--- src/hdl/hbc_pkg.sv ---
// constants, field layouts and helper functions of the h-bridge current regulator
// assumes one 200 MHz clock and software access over an ahb-lite slave
// ------------------------------------------------------------------
// ------------------------------------------------------------------
package hbc_pkg;

	// ------------------------------------------------------------------
	// timing
	// ------------------------------------------------------------------
	localparam int CLK_PERIOD_PS   = 5000;
	localparam int OFF_DEFAULT_NS  = 20000;
	localparam int OFF_MIN_NS      = 10000;
	localparam int OFF_MAX_NS      = 80000;
	localparam int OFF_PS_PER_KOHM = 667000;
	localparam int OFF_DEFAULT_CYC = OFF_DEFAULT_NS * 1000 / CLK_PERIOD_PS;
	localparam int OFF_MIN_CYC     = (OFF_MIN_NS * 1000 + CLK_PERIOD_PS - 1) / CLK_PERIOD_PS;
	localparam int OFF_MAX_CYC     = OFF_MAX_NS * 1000 / CLK_PERIOD_PS;
	localparam int TICK_NS         = 1000;
	localparam int TICK_CYC        = TICK_NS * 1000 / CLK_PERIOD_PS;
	localparam int RETRY_MS        = 3;
	localparam int RETRY_TICKS     = RETRY_MS * 1000000 / TICK_NS;
	localparam int BLANK_NS        = 1000;
	localparam int BLANK_CYC       = (BLANK_NS * 1000 + CLK_PERIOD_PS - 1) / CLK_PERIOD_PS;
	localparam int FAST30_PCT      = 30;
	localparam int FAST60_PCT      = 60;
	localparam int TIME_W          = 16;

	// ------------------------------------------------------------------
	// registers
	// ------------------------------------------------------------------
	localparam logic [7:0]  CTRL_OFS   = 8'h00;
	localparam logic [7:0]  OFFT_OFS   = 8'h04;
	localparam logic [7:0]  STAT_OFS   = 8'h08;
	localparam int          CTRL_EN    = 0;
	localparam int          CTRL_AWAKE = 1;
	localparam int          CTRL_DEC   = 2;
	localparam int          CTRL_LVL   = 4;
	localparam int          OFFT_DEF   = 0;
	localparam int          OFFT_KOHM  = 8;
	localparam logic [31:0] CTRL_RST   = 32'h0000_0000;
	localparam logic [31:0] OFFT_RST   = 32'h0000_0001;
	localparam int          STAT_OFF   = 0;
	localparam int          STAT_OCP   = 1;
	localparam int          STAT_THERM = 2;
	localparam int          STAT_UV    = 3;
	localparam int          STAT_FAULT = 4;
	localparam int          STAT_BR    = 8;

	typedef enum logic [1:0] {
		DEC_SLOW  = 2'h0,
		DEC_MIX30 = 2'h1,
		DEC_MIX60 = 2'h2,
		DEC_FAST  = 2'h3
	} hbc_decay_t;

	// trip level in tenths of a percent of full scale
	function automatic logic [9:0] hbc_trip_level(input logic [3:0] code);
		unique case (code)
			4'h0: hbc_trip_level = 10'd1000;
			4'h1: hbc_trip_level = 10'd992;
			4'h2: hbc_trip_level = 10'd976;
			4'h3: hbc_trip_level = 10'd953;
			4'h4: hbc_trip_level = 10'd913;
			4'h5: hbc_trip_level = 10'd866;
			4'h6: hbc_trip_level = 10'd811;
			4'h7: hbc_trip_level = 10'd740;
			4'h8: hbc_trip_level = 10'd669;
			4'h9: hbc_trip_level = 10'd591;
			4'hA: hbc_trip_level = 10'd504;
			4'hB: hbc_trip_level = 10'd409;
			4'hC: hbc_trip_level = 10'd307;
			4'hD: hbc_trip_level = 10'd205;
			4'hE: hbc_trip_level = 10'd102;
			4'hF: hbc_trip_level = 10'd0;
		endcase
	endfunction

	// raw off-time in clock cycles for a setting resistor in kohm
	function automatic int hbc_off_raw(input logic [7:0] kohm);
		hbc_off_raw = int'(kohm) * OFF_PS_PER_KOHM / CLK_PERIOD_PS;
	endfunction

endpackage

--- src/hdl/hbc_timer_if.sv ---
// link between the regulator and its off-time counter
// assumes both ends share hclk
interface hbc_timer_if;
	logic              start;
	logic [15:0]       len;
	logic [15:0]       elapsed;
	logic              running;
	modport ctrl  (output start, output len, input elapsed, input running);
	modport timer (input start, input len, output elapsed, output running);
endinterface

--- src/hdl/hbc_off_timer.sv ---
// fixed off-time counter; a start pulse (re)loads it at any time
// assumes len is stable while start is high
module hbc_off_timer (
	input  wire logic  hclk,
	input  wire logic  hresetn,
	hbc_timer_if.timer tif
);
	logic [15:0] cnt_q, cnt_d;
	logic        run_q, run_d;

	always_comb begin
		cnt_d = cnt_q;
		run_d = run_q;
		if (tif.start) begin
			cnt_d = 16'h0000;
			run_d = 1'b1;
		end else if (run_q) begin
			if (cnt_q == tif.len - 16'h0001)
				run_d = 1'b0;
			else
				cnt_d = cnt_q + 16'h0001;
		end
	end

	always_ff @(posedge hclk or negedge hresetn) begin
		if (!hresetn) begin
			cnt_q <= 16'h0000;
			run_q <= 1'b0;
		end else begin
			cnt_q <= cnt_d;
			run_q <= run_d;
		end
	end

	assign tif.elapsed = cnt_q;
	assign tif.running = run_q;
endmodule // hbc_off_timer

--- src/hdl/hbc_ctrl.sv ---
// h-bridge control: chopper regulator, decay modes, protections, ahb-lite registers
// assumes comparator and sensor inputs already synchronous to hclk
module hbc_ctrl import hbc_pkg::*; #(
	parameter int OFF_MAX   = OFF_MAX_CYC,
	parameter int RETRY_TKS = RETRY_TICKS
) (
	input  wire logic        hclk,
	input  wire logic        hresetn,
	input  wire logic        hsel,
	input  wire logic [31:0] haddr,
	input  wire logic [1:0]  htrans,
	input  wire logic        hwrite,
	input  wire logic [2:0]  hsize,
	input  wire logic [31:0] hwdata,
	input  wire logic        hready,
	output logic      [31:0] hrdata,
	output logic             hreadyout,
	output logic             hresp,
	input  wire logic        pwm_in_a,
	input  wire logic        pwm_in_b,
	input  wire logic [9:0]  sense_level,
	input  wire logic        current_zero,
	input  wire logic        oc_detect,
	input  wire logic        temp_over,
	input  wire logic        temp_recovered,
	input  wire logic        supply_low,
	output logic             out_a_high,
	output logic             out_a_low,
	output logic             out_b_high,
	output logic             out_b_low,
	output logic             regulation_active_n_o,
	output logic             regulation_active_n_oe,
	output logic             fault_n_o,
	output logic             fault_n_oe
);
	typedef enum logic {REG_ON, REG_OFF} hbc_reg_st_t;
	typedef enum logic {PR_RUN, PR_HOLD} hbc_prot_st_t;

	hbc_timer_if tif ();
	hbc_off_timer u_timer (.hclk(hclk), .hresetn(hresetn), .tif(tif));

	// ------------------------------------------------------------------
	// ahb-lite slave, zero wait states
	// ------------------------------------------------------------------
	logic [31:0] ctrl_q, ctrl_d, offt_q, offt_d, rdata_d;
	logic        wr_q, wr_d;
	logic [7:0]  wa_q, wa_d;
	logic [31:0] status;
	logic        take;

	assign take = hsel && hready && htrans[1];

	always_comb begin
		wr_d   = take && hwrite;
		wa_d   = take ? haddr[7:0] : wa_q;
		ctrl_d = ctrl_q;
		offt_d = offt_q;
		if (wr_q && wa_q == CTRL_OFS)
			ctrl_d = {24'h0, hwdata[7:0]};
		if (wr_q && wa_q == OFFT_OFS)
			offt_d = {16'h0, hwdata[15:8], 7'h0, hwdata[0]};
		// next values are read so a read right after a write sees the new value
		rdata_d = 32'h0000_0000;
		if (take && !hwrite && haddr[31:8] == 24'h0) begin
			unique case (haddr[7:0])
				CTRL_OFS: rdata_d = ctrl_d;
				OFFT_OFS: rdata_d = offt_d;
				STAT_OFS: rdata_d = status;
				default:  rdata_d = 32'h0000_0000;
			endcase
		end
	end

	// ------------------------------------------------------------------
	// configuration decode
	// ------------------------------------------------------------------
	logic        en, awake, use_def, pwm_chg, drive, trip, bridge_ok;
	hbc_decay_t  decay;
	logic [3:0]  level;
	logic [15:0] off_len;
	int          raw;

	assign en      = ctrl_q[CTRL_EN];
	assign awake   = ctrl_q[CTRL_AWAKE];
	assign decay   = hbc_decay_t'(ctrl_q[CTRL_DEC +: 2]);
	assign level   = ctrl_q[CTRL_LVL +: 4];
	assign use_def = offt_q[OFFT_DEF];
	assign raw     = hbc_off_raw(offt_q[OFFT_KOHM +: 8]);

	always_comb begin
		if (use_def)
			off_len = 16'(OFF_DEFAULT_CYC);
		else if (raw < OFF_MIN_CYC)
			off_len = 16'(OFF_MIN_CYC);
		else if (raw > OFF_MAX)
			off_len = 16'(OFF_MAX);
		else
			off_len = 16'(raw);
	end

	// ------------------------------------------------------------------
	// protections
	// ------------------------------------------------------------------
	hbc_prot_st_t prot_q, prot_d;
	logic [15:0]  oc_cnt_q, oc_cnt_d;
	logic [23:0]  hold_q, hold_d;
	logic [7:0]   div_q, div_d;
	logic         therm_q, therm_d, fault_any, tick;

	assign tick = (div_q == 8'(TICK_CYC - 1));

	always_comb begin
		div_d    = tick ? 8'h00 : div_q + 8'h01;
		prot_d   = prot_q;
		hold_d   = hold_q;
		oc_cnt_d = oc_detect ? oc_cnt_q + 16'h0001 : 16'h0000;
		unique case (prot_q)
			PR_RUN: begin
				// blanking: a short spike shorter than the deglitch time is ignored
				if (oc_detect && oc_cnt_q == 16'(BLANK_CYC - 1)) begin
					prot_d   = PR_HOLD;
					hold_d   = 24'h000000;
				end
			end
			PR_HOLD: begin
				oc_cnt_d = 16'h0000;
				if (tick)
					hold_d = hold_q + 24'h000001;
				if (tick && hold_q == 24'(RETRY_TKS - 1))
					prot_d = PR_RUN;
			end
		endcase
		if (temp_over)
			therm_d = 1'b1;
		else if (temp_recovered)
			therm_d = 1'b0;
		else
			therm_d = therm_q;
		fault_any = (prot_d == PR_HOLD) || therm_d || supply_low;
	end

	// ------------------------------------------------------------------
	// current regulator and bridge drive
	// ------------------------------------------------------------------
	hbc_reg_st_t reg_q, reg_d;
	logic        pa_q, pb_q, start_q, start_d, dir_q, dir_d, zero_q, zero_d;
	logic        in_fast, fault_q, cdr_q;
	logic [15:0] len_q, len_d, fast_len;
	logic [3:0]  br_q, br_d;

	assign pwm_chg   = (pwm_in_a != pa_q) || (pwm_in_b != pb_q);
	assign drive     = pwm_in_a ^ pwm_in_b;
	assign bridge_ok = awake && en && !fault_any;
	assign trip      = drive && sense_level > hbc_trip_level(level);

	always_comb begin
		unique case (decay)
			DEC_SLOW:  fast_len = 16'h0000;
			DEC_MIX30: fast_len = 16'(32'(len_q) * FAST30_PCT / 100);
			DEC_MIX60: fast_len = 16'(32'(len_q) * FAST60_PCT / 100);
			DEC_FAST:  fast_len = len_q;
		endcase
		in_fast = reg_q == REG_OFF && !start_q && tif.elapsed < fast_len;
	end

	always_comb begin
		reg_d   = reg_q;
		start_d = 1'b0;
		dir_d   = dir_q;
		len_d   = len_q;
		zero_d  = zero_q || (in_fast && current_zero);
		if (!bridge_ok) begin
			reg_d = REG_ON;
		end else if (reg_q == REG_ON && trip) begin
			reg_d   = REG_OFF;
			start_d = 1'b1;
			dir_d   = pwm_in_a;
			len_d   = off_len;
			zero_d  = 1'b0;
		end else if (reg_q == REG_OFF && pwm_chg) begin
			start_d = 1'b1;
			len_d   = off_len;
		end else if (reg_q == REG_OFF && !start_q && !tif.running) begin
			reg_d = REG_ON;
		end
		// bridge order: {a_high, a_low, b_high, b_low}
		if (!bridge_ok)
			br_d = 4'h0;
		else if (reg_d == REG_OFF && in_fast)
			br_d = zero_d ? 4'h0 : (dir_q ? 4'h6 : 4'h9);
		else if (reg_d == REG_OFF)
			br_d = 4'h5;
		else
			br_d = {pwm_in_a, !pwm_in_a, pwm_in_b, !pwm_in_b};
	end

	assign tif.start = start_q;
	assign tif.len   = len_q;

	always_comb begin
		status = 32'h0000_0000;
		status[STAT_OFF]       = reg_q == REG_OFF;
		status[STAT_OCP]       = prot_q == PR_HOLD;
		status[STAT_THERM]     = therm_q;
		status[STAT_UV]        = supply_low;
		status[STAT_FAULT]     = fault_q;
		status[STAT_BR +: 4]   = br_q;
	end

	always_ff @(posedge hclk or negedge hresetn) begin
		if (!hresetn) begin
			ctrl_q  <= CTRL_RST;
			offt_q  <= OFFT_RST;
			wr_q    <= 1'b0;
			wa_q    <= 8'h00;
			hrdata  <= 32'h0000_0000;
			prot_q  <= PR_RUN;
			oc_cnt_q <= 16'h0000;
			hold_q  <= 24'h000000;
			div_q   <= 8'h00;
			therm_q <= 1'b0;
			reg_q   <= REG_ON;
			start_q <= 1'b0;
			dir_q   <= 1'b0;
			zero_q  <= 1'b0;
			len_q   <= 16'(OFF_DEFAULT_CYC);
			pa_q    <= 1'b0;
			pb_q    <= 1'b0;
			br_q    <= 4'h0;
			fault_q <= 1'b0;
			cdr_q   <= 1'b0;
		end else begin
			ctrl_q  <= ctrl_d;
			offt_q  <= offt_d;
			wr_q    <= wr_d;
			wa_q    <= wa_d;
			hrdata  <= rdata_d;
			prot_q  <= prot_d;
			oc_cnt_q <= oc_cnt_d;
			hold_q  <= hold_d;
			div_q   <= div_d;
			therm_q <= therm_d;
			reg_q   <= reg_d;
			start_q <= start_d;
			dir_q   <= dir_d;
			zero_q  <= zero_d;
			len_q   <= len_d;
			pa_q    <= pwm_in_a;
			pb_q    <= pwm_in_b;
			br_q    <= br_d;
			fault_q <= fault_any;
			cdr_q   <= reg_d == REG_OFF;
		end
	end

	// open-drain pins: level is always low, the enable carries the state
	assign hreadyout              = 1'b1;
	assign hresp                  = 1'b0;
	assign out_a_high             = br_q[3];
	assign out_a_low              = br_q[2];
	assign out_b_high             = br_q[1];
	assign out_b_low              = br_q[0];
	assign regulation_active_n_o  = 1'b0;
	assign regulation_active_n_oe = cdr_q;
	assign fault_n_o              = 1'b0;
	assign fault_n_oe             = fault_q;
endmodule // hbc_ctrl

--- config.mk ---
export PLATFORM = sky130hd
export DESIGN_NAME = hbc_ctrl
export DESIGN_NICKNAME = d
export VERILOG_FILES = /design/src/hdl/hbc_pkg.sv /design/src/hdl/hbc_timer_if.sv /design/src/hdl/hbc_off_timer.sv /design/src/hdl/hbc_ctrl.sv
export SDC_FILE = /design/constraint.sdc
export NUM_CORES = 1
export LEC_CHECK = 0
export BUFFER_PORTS_ARGS = -buffer_cell sky130_fd_sc_hd__buf_2
export CAP_MARGIN = 5
export CORE_UTILIZATION = 26
export CTS_CLUSTER_DIAMETER = 40
export DETAILED_ROUTE_END_ITERATION = 16
export MAX_ROUTING_LAYER = met4
export PLACE_DENSITY_LB_ADDON = 0.08
export REMOVE_ABC_BUFFERS = 1
export SYNTH_ARGS = -nofsm -noshare
export SYNTH_HDL_FRONTEND = slang
export SYNTH_HIERARCHICAL = 1
export SYNTH_SLANG_ARGS = --single-unit
--- constraint.sdc ---
create_clock -name hclk -period 18.75 [get_ports hclk]
set_input_delay 1.875 -clock hclk [delete_from_list [all_inputs] [get_ports hclk]]
set_output_delay 1.875 -clock hclk [all_outputs]
set_load 0.02 [all_outputs]
**Yosys cells after proc, flatten, opt, wreduce, memory -nomap -nowiden**

Memory sizes are Yosys's and may differ from the RTL's.
Index checks and enable logic that the tools add are counted.

- Divide/modulo/power cells: 3
- Add/subtract/negate cells: 5
- $mul: 3
- Order comparisons: 4
- Muxes and demuxes: 41
- Bitwise logic cells: 3
- Equal/unequal tests: 15
- Reduce and logical (&&, ||, !) cells: 39

Operators with widths:

| operator | count |
|---|---|
| two-way mux 16 bit | 10 |
| two-way mux 32 bit | 3 |
| case mux 32 bit (3 select lines) | 1 |
| case mux 16 bit (4 select lines) | 1 |
| two-way mux 24 bit | 2 |
| case mux 24 bit (2 select lines) | 1 |
| multiplier 16 x 4 -> 20 bit, second input constant | 2 |
| adder 16 x 1 -> 16 bit, second input constant | 2 |
| divider 21 x 7 -> 32 bit, second input constant | 1 |
| divider 22 x 7 -> 32 bit, second input constant | 1 |
| divider 32 x 14 -> 32 bit, second input constant | 1 |
| > comparator 32 x 15 -> 1 bit, second input constant | 1 |
| < comparator 32 x 12 -> 1 bit, second input constant | 1 |
| multiplier 8 x 17 -> 25 bit, second input constant | 1 |
| adder 24 x 1 -> 24 bit, second input constant | 1 |
| equality test 24 x 12 -> 1 bit, second input constant | 1 |
| logical NOT 24 bit | 1 |
| two-way mux 4 bit | 5 |
| logical AND 1 bit | 19 |
| equality test 16 bit | 1 |
| equality test 16 x 8 -> 1 bit, second input constant | 1 |
| equality test 8 x 3 -> 1 bit, second input constant | 2 |
| logical NOT 8 bit | 2 |
| < comparator 16 bit | 1 |
| other kinds (20) | 51 |

- Memories: 1
- Input bits: 91
- Register bits after elaboration: 199
- Logic and storage cells: 135
- Memory bits (read-only): 160
- Output and inout port bits: 42

Memory list:

| memory | words | width | rd ports | clocked after Yosys merged registers in | write ports | RTL line | source |
|---|---|---|---|---|---|---|---|
| (no name shown) | 16 | 10 | 1 | 0 | 0 | hbc_pkg.sv:58 | `unique case (code)` |

**Depth between registers and ports, before layout**

Gate-level depths: netlist of the first run.

- Depth in word-level cells: 12
- Mapped depth: 74
- Gate-level depth less buffers: 64

**Hierarchy**

Netlist of the first run, hierarchy kept.

By module, submodules not included:

| module | area an instance (µm²) | cells each | sequential area each (µm²) | instances |
|---|---|---|---|---|
| hbc_ctrl | 21,700.8 | 2,671 | 4,563.1 | 1 |
| hbc_off_timer | 1,445.1 | 170 | 425.4 | 1 |

**Least setup slack after synthesis of the first run**

Ideal clock, no wire load.

- Path kind: flip-flop to flip-flop
- Start point: register offt_q[14]
- End point: register len_q[4]
- Stages on the path, launching flop included: 62
- Setup slack: 1,815 ps
- Library setup time: 125 ps
- Path buffers: 3
- Data arrival time: 16,810 ps
- Clock period less this slack: 16,935 ps
- Required time: 18,625 ps
- Path through: dfrtp_1 -> fa_1 -> inv_1 -> fa_1 -> fa_1 -> fa_1 -> inv_1 -> ha_1 -> o211ai_1 -> o211ai_2 -> nand2_1 -> a211o_1 -> or4_4 -> o21ai_2 -> a22oi_2 -> and2_1 -> or4b_1 -> o21a_1 -> [... 26 more ...] -> xnor2_1 -> o2111a_2 -> o31ai_2 -> nand3_1 -> a2111oi_2 -> o311ai_4 -> a211oi_2 -> nor2b_2 -> xnor2_2 -> a2111oi_2 -> o21a_1 -> nor2_4 -> a311oi_1 -> o32ai_1 -> a31o_1 -> a41o_2 -> a21oi_1 -> o21ai_1

- Word-level cells in the longest chain between the ends: 8
- Elaborated cells between the ends (all ways): 9
- Classes of those cells: 1 x mul; 1 x div; 2 x order compare; 5 x mux

RTL lines:

| item | RTL line | source |
|---|---|---|
| start, declared | hbc_ctrl.sv:45 | `logic [31:0] ctrl_q, ctrl_d, offt_q, offt_d, rdata_d;` |
| start signal, assigned | hbc_ctrl.sv:234 | `offt_q <= offt_d;` |
| multiplier 8 x 17 -> 25 bit (*) | hbc_pkg.sv:80 | `hbc_off_raw = int'(kohm) * OFF_PS_PER_KOHM / CLK_PERIOD_PS;` |
| divider 32 x 14 -> 32 bit (*) | hbc_pkg.sv:80 |  |
| > comparator 32 x 15 -> 1 bit | hbc_ctrl.sv:95 | `else if (raw > OFF_MAX)` |
| two-way mux 16 bit | hbc_ctrl.sv:95 |  |
| two-way mux 16 bit (*) | hbc_ctrl.sv:93 | `else if (raw < OFF_MIN_CYC)` |
| two-way mux 16 bit (*) | hbc_ctrl.sv:91 | `if (use_def)` |
| two-way mux 16 bit | hbc_ctrl.sv:180 | `end else if (reg_q == REG_OFF && pwm_chg) begin` |
| two-way mux 16 bit (*) | hbc_ctrl.sv:174 | `end else if (reg_q == REG_ON && trip) begin` |
| end signal, assigned | hbc_ctrl.sv:226 | `len_q <= 16'(OFF_DEFAULT_CYC);` |
| end signal, assigned | hbc_ctrl.sv:247 | `len_q <= len_d;` |
| end, declared | hbc_ctrl.sv:148 | `logic [15:0] len_q, len_d, fast_len;` |

Mark *: on every way between the ends. The rest lies on a longest branch, timed or not. The select of a mux whose other input is x is not followed.
A chain may end at the register's enable or synchronous reset.

**Worst setup path after layout of the first run**

- Start point: register offt_q[13]
- End point: register len_q[10]

Same word-level chain as after synthesis.

==> run summary, run 1 <==
clock latency on the worst-skew pair - 0.44 ns
Compound-Gate Fraction of Synth Area - 0.278
crit path max fanout - 11
WL per Instance - 17.0 um
CP Data Arrival Time - 18.19 ns
clock tree root buffer cell - clkbuf_16
Min Hold Slack - 0.476 ns
ys flop type - dfrtp_1
TritonCTS clock tree - yes
Post-Syn Area - 0.0231 mm^2
final setup vio count - 0
CP endpoint kind - flip-flop
TritonCTS Buffers - 17
Critical Path RT - 19.11 ns
Worst-Margin Slew - 1.10 ns
Rel. slew slack - 0.266
number of synthesized register bits - 199
Die Area - 0.0902 mm^2
syn avg cell area - 8.15 um^2
Final ANT Viol Nets - 0
CP max-delay cell - fa_1
Post-synth ARST share - 1.00
max incr delay on CP - 0.61 ns
H-tree levels - 4
via count - 22,600
post-synthesis simple-gate area fraction - 0.239
Cell Count, Final, Fillers Out - 4,305
adder-cell area share of the yosys netlist - 0.124
EDFF count, synth - 0
Metal-1 WL - 36.9 mm
Die Wd - 300 um
Area contributors post-synth - dfrtp_1, ha_1, fa_1
Clock Pin Slew Worst Setup and Hold Paths - 0.08 ns
post-synth top area cell - dfrtp_1
DR vias/cell - 5.24
XOR/XNOR Fraction of Synth Area - 0.0569
met3 routed WL - 1.87 mm
Final GP Congestion - 0.840
drt first pass iters - 5
Peak Freq - 56.1 MHz
type of origin of the critical path - flip-flop
Synth cell types - 133
area grow syn2layout - 20.0%
Worst Setup Path Type - reg -> reg
count of hold-fix buffers inserted at cts - 0
largest net degree at the start of global routing - 79
status - completed
layout cell share with drive strength beyond 1 - 0.204
Worst Hold Class - reg -> reg
first-pass GRT wire length - 119 mm
Core Rows - 109
vias in the first global route - 21,900
WL final - 73.2 mm
DRC errors left - 0
deepest clock path buffer count - 2
mux contribution to synthesized area - 0.0437
Synth warnings - 6
global router's overall resource usage - 0.163
count of final max-slew check failures - 0
gr ovfl total - 0
Post-layout nets - 3,405
Seq/Total Area, Yosys - 0.216
final worst path period need - 17.82 ns
largest family of logic cells by synthesized area - compound AO/OA/AOI/OAI gates
routed length on met2 - 33.9 mm
DR top layer - met4
Hold Vio Cnt, Final - 0
1st-iter DRT viols - 1,558
Synth Instances - 2,841
boundary pin count - 133
dpl hpwl - 57.8 mm
Max Cap Violations - 0
total clock sinks - 199
Synth top area share - 0.208
initial core utilization - 0.262
clock skew after layout - 0.0190 ns
core box area - 0.0882 mm^2
Placed Cells - 4,258
initial antenna violation count - 2
post-route clock period utilization - 0.951
Crit path top cell by count - buf_4
Die Ht - 300 um
input/output buffers - 108
-- cells in the mapped netlist (15+ instances only) --
library cell and number:
ha_1 128, and3_1 42, xnor2_1 93, a21o_1 49
xor2_1 50, nand2b_1 26, a211oi_1 42, a22oi_1 38
nor2_1 232, o21ai_0 127, o22ai_1 24, nand4_1 41
or4_1 18, nand2_1 276, nor4_1 32, or3_1 36
mux2i_1 47, inv_1 129, a211o_1 16, a31oi_1 37
a21boi_0 15, mux2_2 46, o21a_1 22, o21ai_1 31
o31ai_1 28, clkbuf_1 65, nor3_1 79, nor2b_1 37
or2_2 25, a21oi_1 185, o211ai_1 36, dfrtp_1 192
buf_2 15, fa_1 61, nand3_1 115, and2_1 56
-- routing by layer --
layer | vias to the layer above | track usage
li1 | 11200 | -
met2 | 359 | 0.257
met4 | 0 | 0.0203
met1 | 11000 | 0.230
met3 | 41 | 0.0145
met5 | - | -
-- critical path, delay by kind of cell, from the launching register on --
family	cells	cell delay [ns]
AO/OA/AOI/OAI	35	8.22
XOR/XNOR	3	0.46
AND/OR/NAND/NOR	14	3.84
adder cells (fa/ha/maj)	6	2.88
buffers and inverters	12	1.91
flip-flops	1	0.40
-- what timing repair did --
action | 4_1_cts | 5_1_grt
resized for setup | 0 | 97
endpoints found under the setup margin | 0 | 17
buffers inserted | 0 | 13
-- layout make-up --
class	count	area, um^2
Timing Repair Buffer	362	2480
Inverter	132	495
Antenna cell	2	5.00
Fill cell	9294	60500
Multi-Input combinational cell	2413	17700
Clock buffer	19	443
Sequential cell	199	4990
Clock inverter	13	205
Tap cell	1165	1460
-- worst paths after layout --
path | from | to | slack (ns) | cells past startpoint
max | offt_q[13] | len_q[10] | 0.93 | 70
min | div_q[0] | div_q[0] | 0.48 | 1
max reg2reg | offt_q[13] | len_q[10] | 0.93 | 70
min reg2reg | div_q[0] | div_q[0] | 0.48 | 1
max in group asynchronous | hresetn | hold_q[0] | 15.88 | 2
min in group asynchronous | hresetn | offt_q[29] | 1.46 | 1
-- stage by stage --
stage                util  instance area (um^2)  setup TNS (ns)  setup slack (ns)
floorplan               -                 22700               0             0.970
global placement    0.301                 26500               0             0.243
detailed placement  0.301                 26500               0             0.144
CTS                 0.308                 27200               0            0.0318
global route        0.315                 27800          -0.266           -0.0624
finish              0.315                 27800               0             0.927
-- cell usage in the layout, fill, tap and decap left out, types with 26 or more instances in the layout --
master    count
ha_1        128
a21o_1       49
o21ai_1      29
dfrtp_1     191
xnor2_1      88
o211ai_1     36
o21ai_0     120
a31oi_1      34
mux2i_1      44
and3_1       42
nor2b_1      37
fa_1         61
xor2_1       49
nand2b_1     26
buf_4       251
nor3_1       76
nor4_1       28
nor2_1      226
mux2_2       46
a21oi_1     183
nand2_1     276
nand4_1      41
inv_1       129
nand3_1     112
a211oi_1     34
or3_1        36
buf_2       107
a22oi_1      36
and2_1       56
-- registers in the layout, indices dropped and copies added, names as in the netlist --
name	count
offt_q	32
u_timer/tif.elapsed	16
pb_q	1
regulation_active_n_oe	1
fault_n_oe	1
ctrl_q	32
wa_q	8
br_q	4
wr_q	1
hold_q	24
oc_cnt_q	16
u_timer/tif.running	1
len_q	16
dir_q	1
start_q	1
pa_q	1
hrdata	32
prot_q	1
div_q	8
therm_q	1
zero_q	1
-- kinds of logic (layout without fill, tap and decap cells) --
group	count (synthesis)	after routing
buffers and inverters	231	526
XOR/XNOR	147	147
flip-flops	199	199
AND/OR/NAND/NOR	1088	1088
adder cells (fa/ha/maj)	194	194
AO/OA/AOI/OAI	886	886
multiplexers	94	94
other	2	6
Power of run 1 is not shown: default switching activity piles up to over one toggle a cycle in this logic, so the estimate is an artifact.
==> run 2, diff against run 1 <==
--- a/config.mk
+++ b/config.mk
@@ -8,6 +8,7 @@
 export BUFFER_PORTS_ARGS = -buffer_cell sky130_fd_sc_hd__buf_2
 export CAP_MARGIN = 5
 export CORE_UTILIZATION = 26
+export CTS_BUF_LIST = sky130_fd_sc_hd__clkbuf_4
 export CTS_CLUSTER_DIAMETER = 40
 export DETAILED_ROUTE_END_ITERATION = 16
 export MAX_ROUTING_LAYER = met4
==> run summary, run 2 (synthesized netlist as in run 1, its figures left out) <==
dpl hpwl - 57.8 mm
1st-iter DRT viols - 1,589
Die Wd - 300 um
Hold Vio Cnt, Final - 0
layout cell share with drive strength beyond 1 - 0.208
DRC errors left - 0
Peak Freq - 56.1 MHz
Die Area - 0.0902 mm^2
initial core utilization - 0.262
TritonCTS clock tree - yes
status - completed
first-pass GRT wire length - 118 mm
total clock sinks - 199
Final ANT Viol Nets - 0
area grow syn2layout - 19.0%
Final GP Congestion - 0.840
Clock Pin Slew Worst Setup and Hold Paths - 0.18 ns
post-route setup TNS - 0 ns
deepest clock path buffer count - 2
Worst Hold Class - reg -> reg
initial antenna violation count - 2
most common cell after layout, fill and taps aside - nand2_1
Worst-Margin Slew - 1.08 ns
type of origin of the critical path - flip-flop
Post-layout nets - 3,408
post-route clock period utilization - 0.951
final setup vio count - 0
core box area - 0.0882 mm^2
drt first pass iters - 5
Worst Setup Path Type - reg -> reg
input/output buffers - 108
gr ovfl total - 0
Die Ht - 300 um
DR vias/cell - 5.24
clock latency on the worst-skew pair - 0.59 ns
placed cell area - 0.0265 mm^2
commonest cells after routing, fill and taps aside - nand2_1, buf_4, nor2_1, dfrtp_1, a21oi_1
global router's overall resource usage - 0.162
WL final - 73.3 mm
TritonCTS Buffers - 17
vias in the first global route - 21,900
Rel. slew slack - 0.282
CP max-delay cell - fa_1
Max Cap Violations - 0
CP Data Arrival Time - 18.37 ns
clock tree root buffer cell - clkbuf_4
final instance area - 0.0276 mm^2
final core utilization - 0.312
crit path max fanout - 10
CP endpoint kind - flip-flop
clock skew after layout - 0.0382 ns
count of final max-slew check failures - 0
Critical Path RT - 19.30 ns
Core Rows - 109
Crit path top cell by count - buf_4
boundary pin count - 133
Largest regs - ctrl_q: 32 flops, hrdata: 32 flops, offt_q: 32 flops
max incr delay on CP - 0.61 ns
via count - 22,600
largest net degree at the start of global routing - 79
WL per Instance - 17.0 um
H-tree levels - 4
final worst path period need - 17.83 ns
## run 2: cell count changes in the layout (fill, tap and decap cells not counted), moves of 2 or more
cell	delta
clkbuf_16	-17
dfrtp_1	-2
dfrtp_2	+2
clkbuf_4	+18
buf_4	+3
## run 2: layout make-up
cell class / count / area [um^2]
clock buffer: 18 / 135
clock inverter: 14 / 209
timing repair buffer: 365 / 2510
sequential: 199 / 4990
fill: 9331 / 60700
inverter: 132 / 495
antenna: 2 / 5.00
multi-input combinational: 2413 / 17700
tap: 1165 / 1460
## run 2: path summary, 6_finish.rpt
| path | from | end | slack (ns) | cells after the start |
|---|---|---|---|---|
| setup / recovery | offt_q[13] | len_q[10] | 0.92 | 65 |
| hold / removal | div_q[0] | div_q[0] | 0.49 | 1 |
| setup reg to reg | offt_q[13] | len_q[10] | 0.92 | 65 |
| hold reg to reg | div_q[0] | div_q[0] | 0.49 | 1 |
| max in group asynchronous | hresetn | len_q[3] | 16.04 | 2 |
| min in group asynchronous | hresetn | offt_q[29] | 1.28 | 1 |
## run 2: per-stage QoR
step                      cells  hold slack (ns)  setup slack (ns)
after global routing       4308            0.505           -0.0688
after CTS                  4290            0.485           0.00877
after global placement     4258            0.444             0.243
after detailed placement   4258            0.464             0.144
after floorplan            2744            0.425             0.970
final                      4308            0.486             0.925
## run 2: what timing repair did
action,in CTS,in global routing
endpoints found under the hold margin,0,0
hold buffers,0,0
resized for setup,0,111
setup buffers,0,16
endpoints found under the setup margin,0,17
## run 2: worst max-delay path, delay by kind of cell, from the launching register on
kind	cells	cell delay (ns)
xor gates and xnor gates	3	0.55
DFF	1	0.44
AOI/OAI and AO/OA	34	8.01
buffers and inverters	7	0.99
and+or+nand+nor	12	3.65
adders and majority gates	6	2.88
muxes	3	1.22
## run 2: metal layers
layer  global-route usage  vias up  routed length (um)
met4               0.0188        0                 632
met2                0.257      372               33800
met5                    -        -                   0
met1                0.230    11000               36800
li1                     -    11200                   -
met3               0.0140       41                1960
Power of run 2 is left out for the same reason.
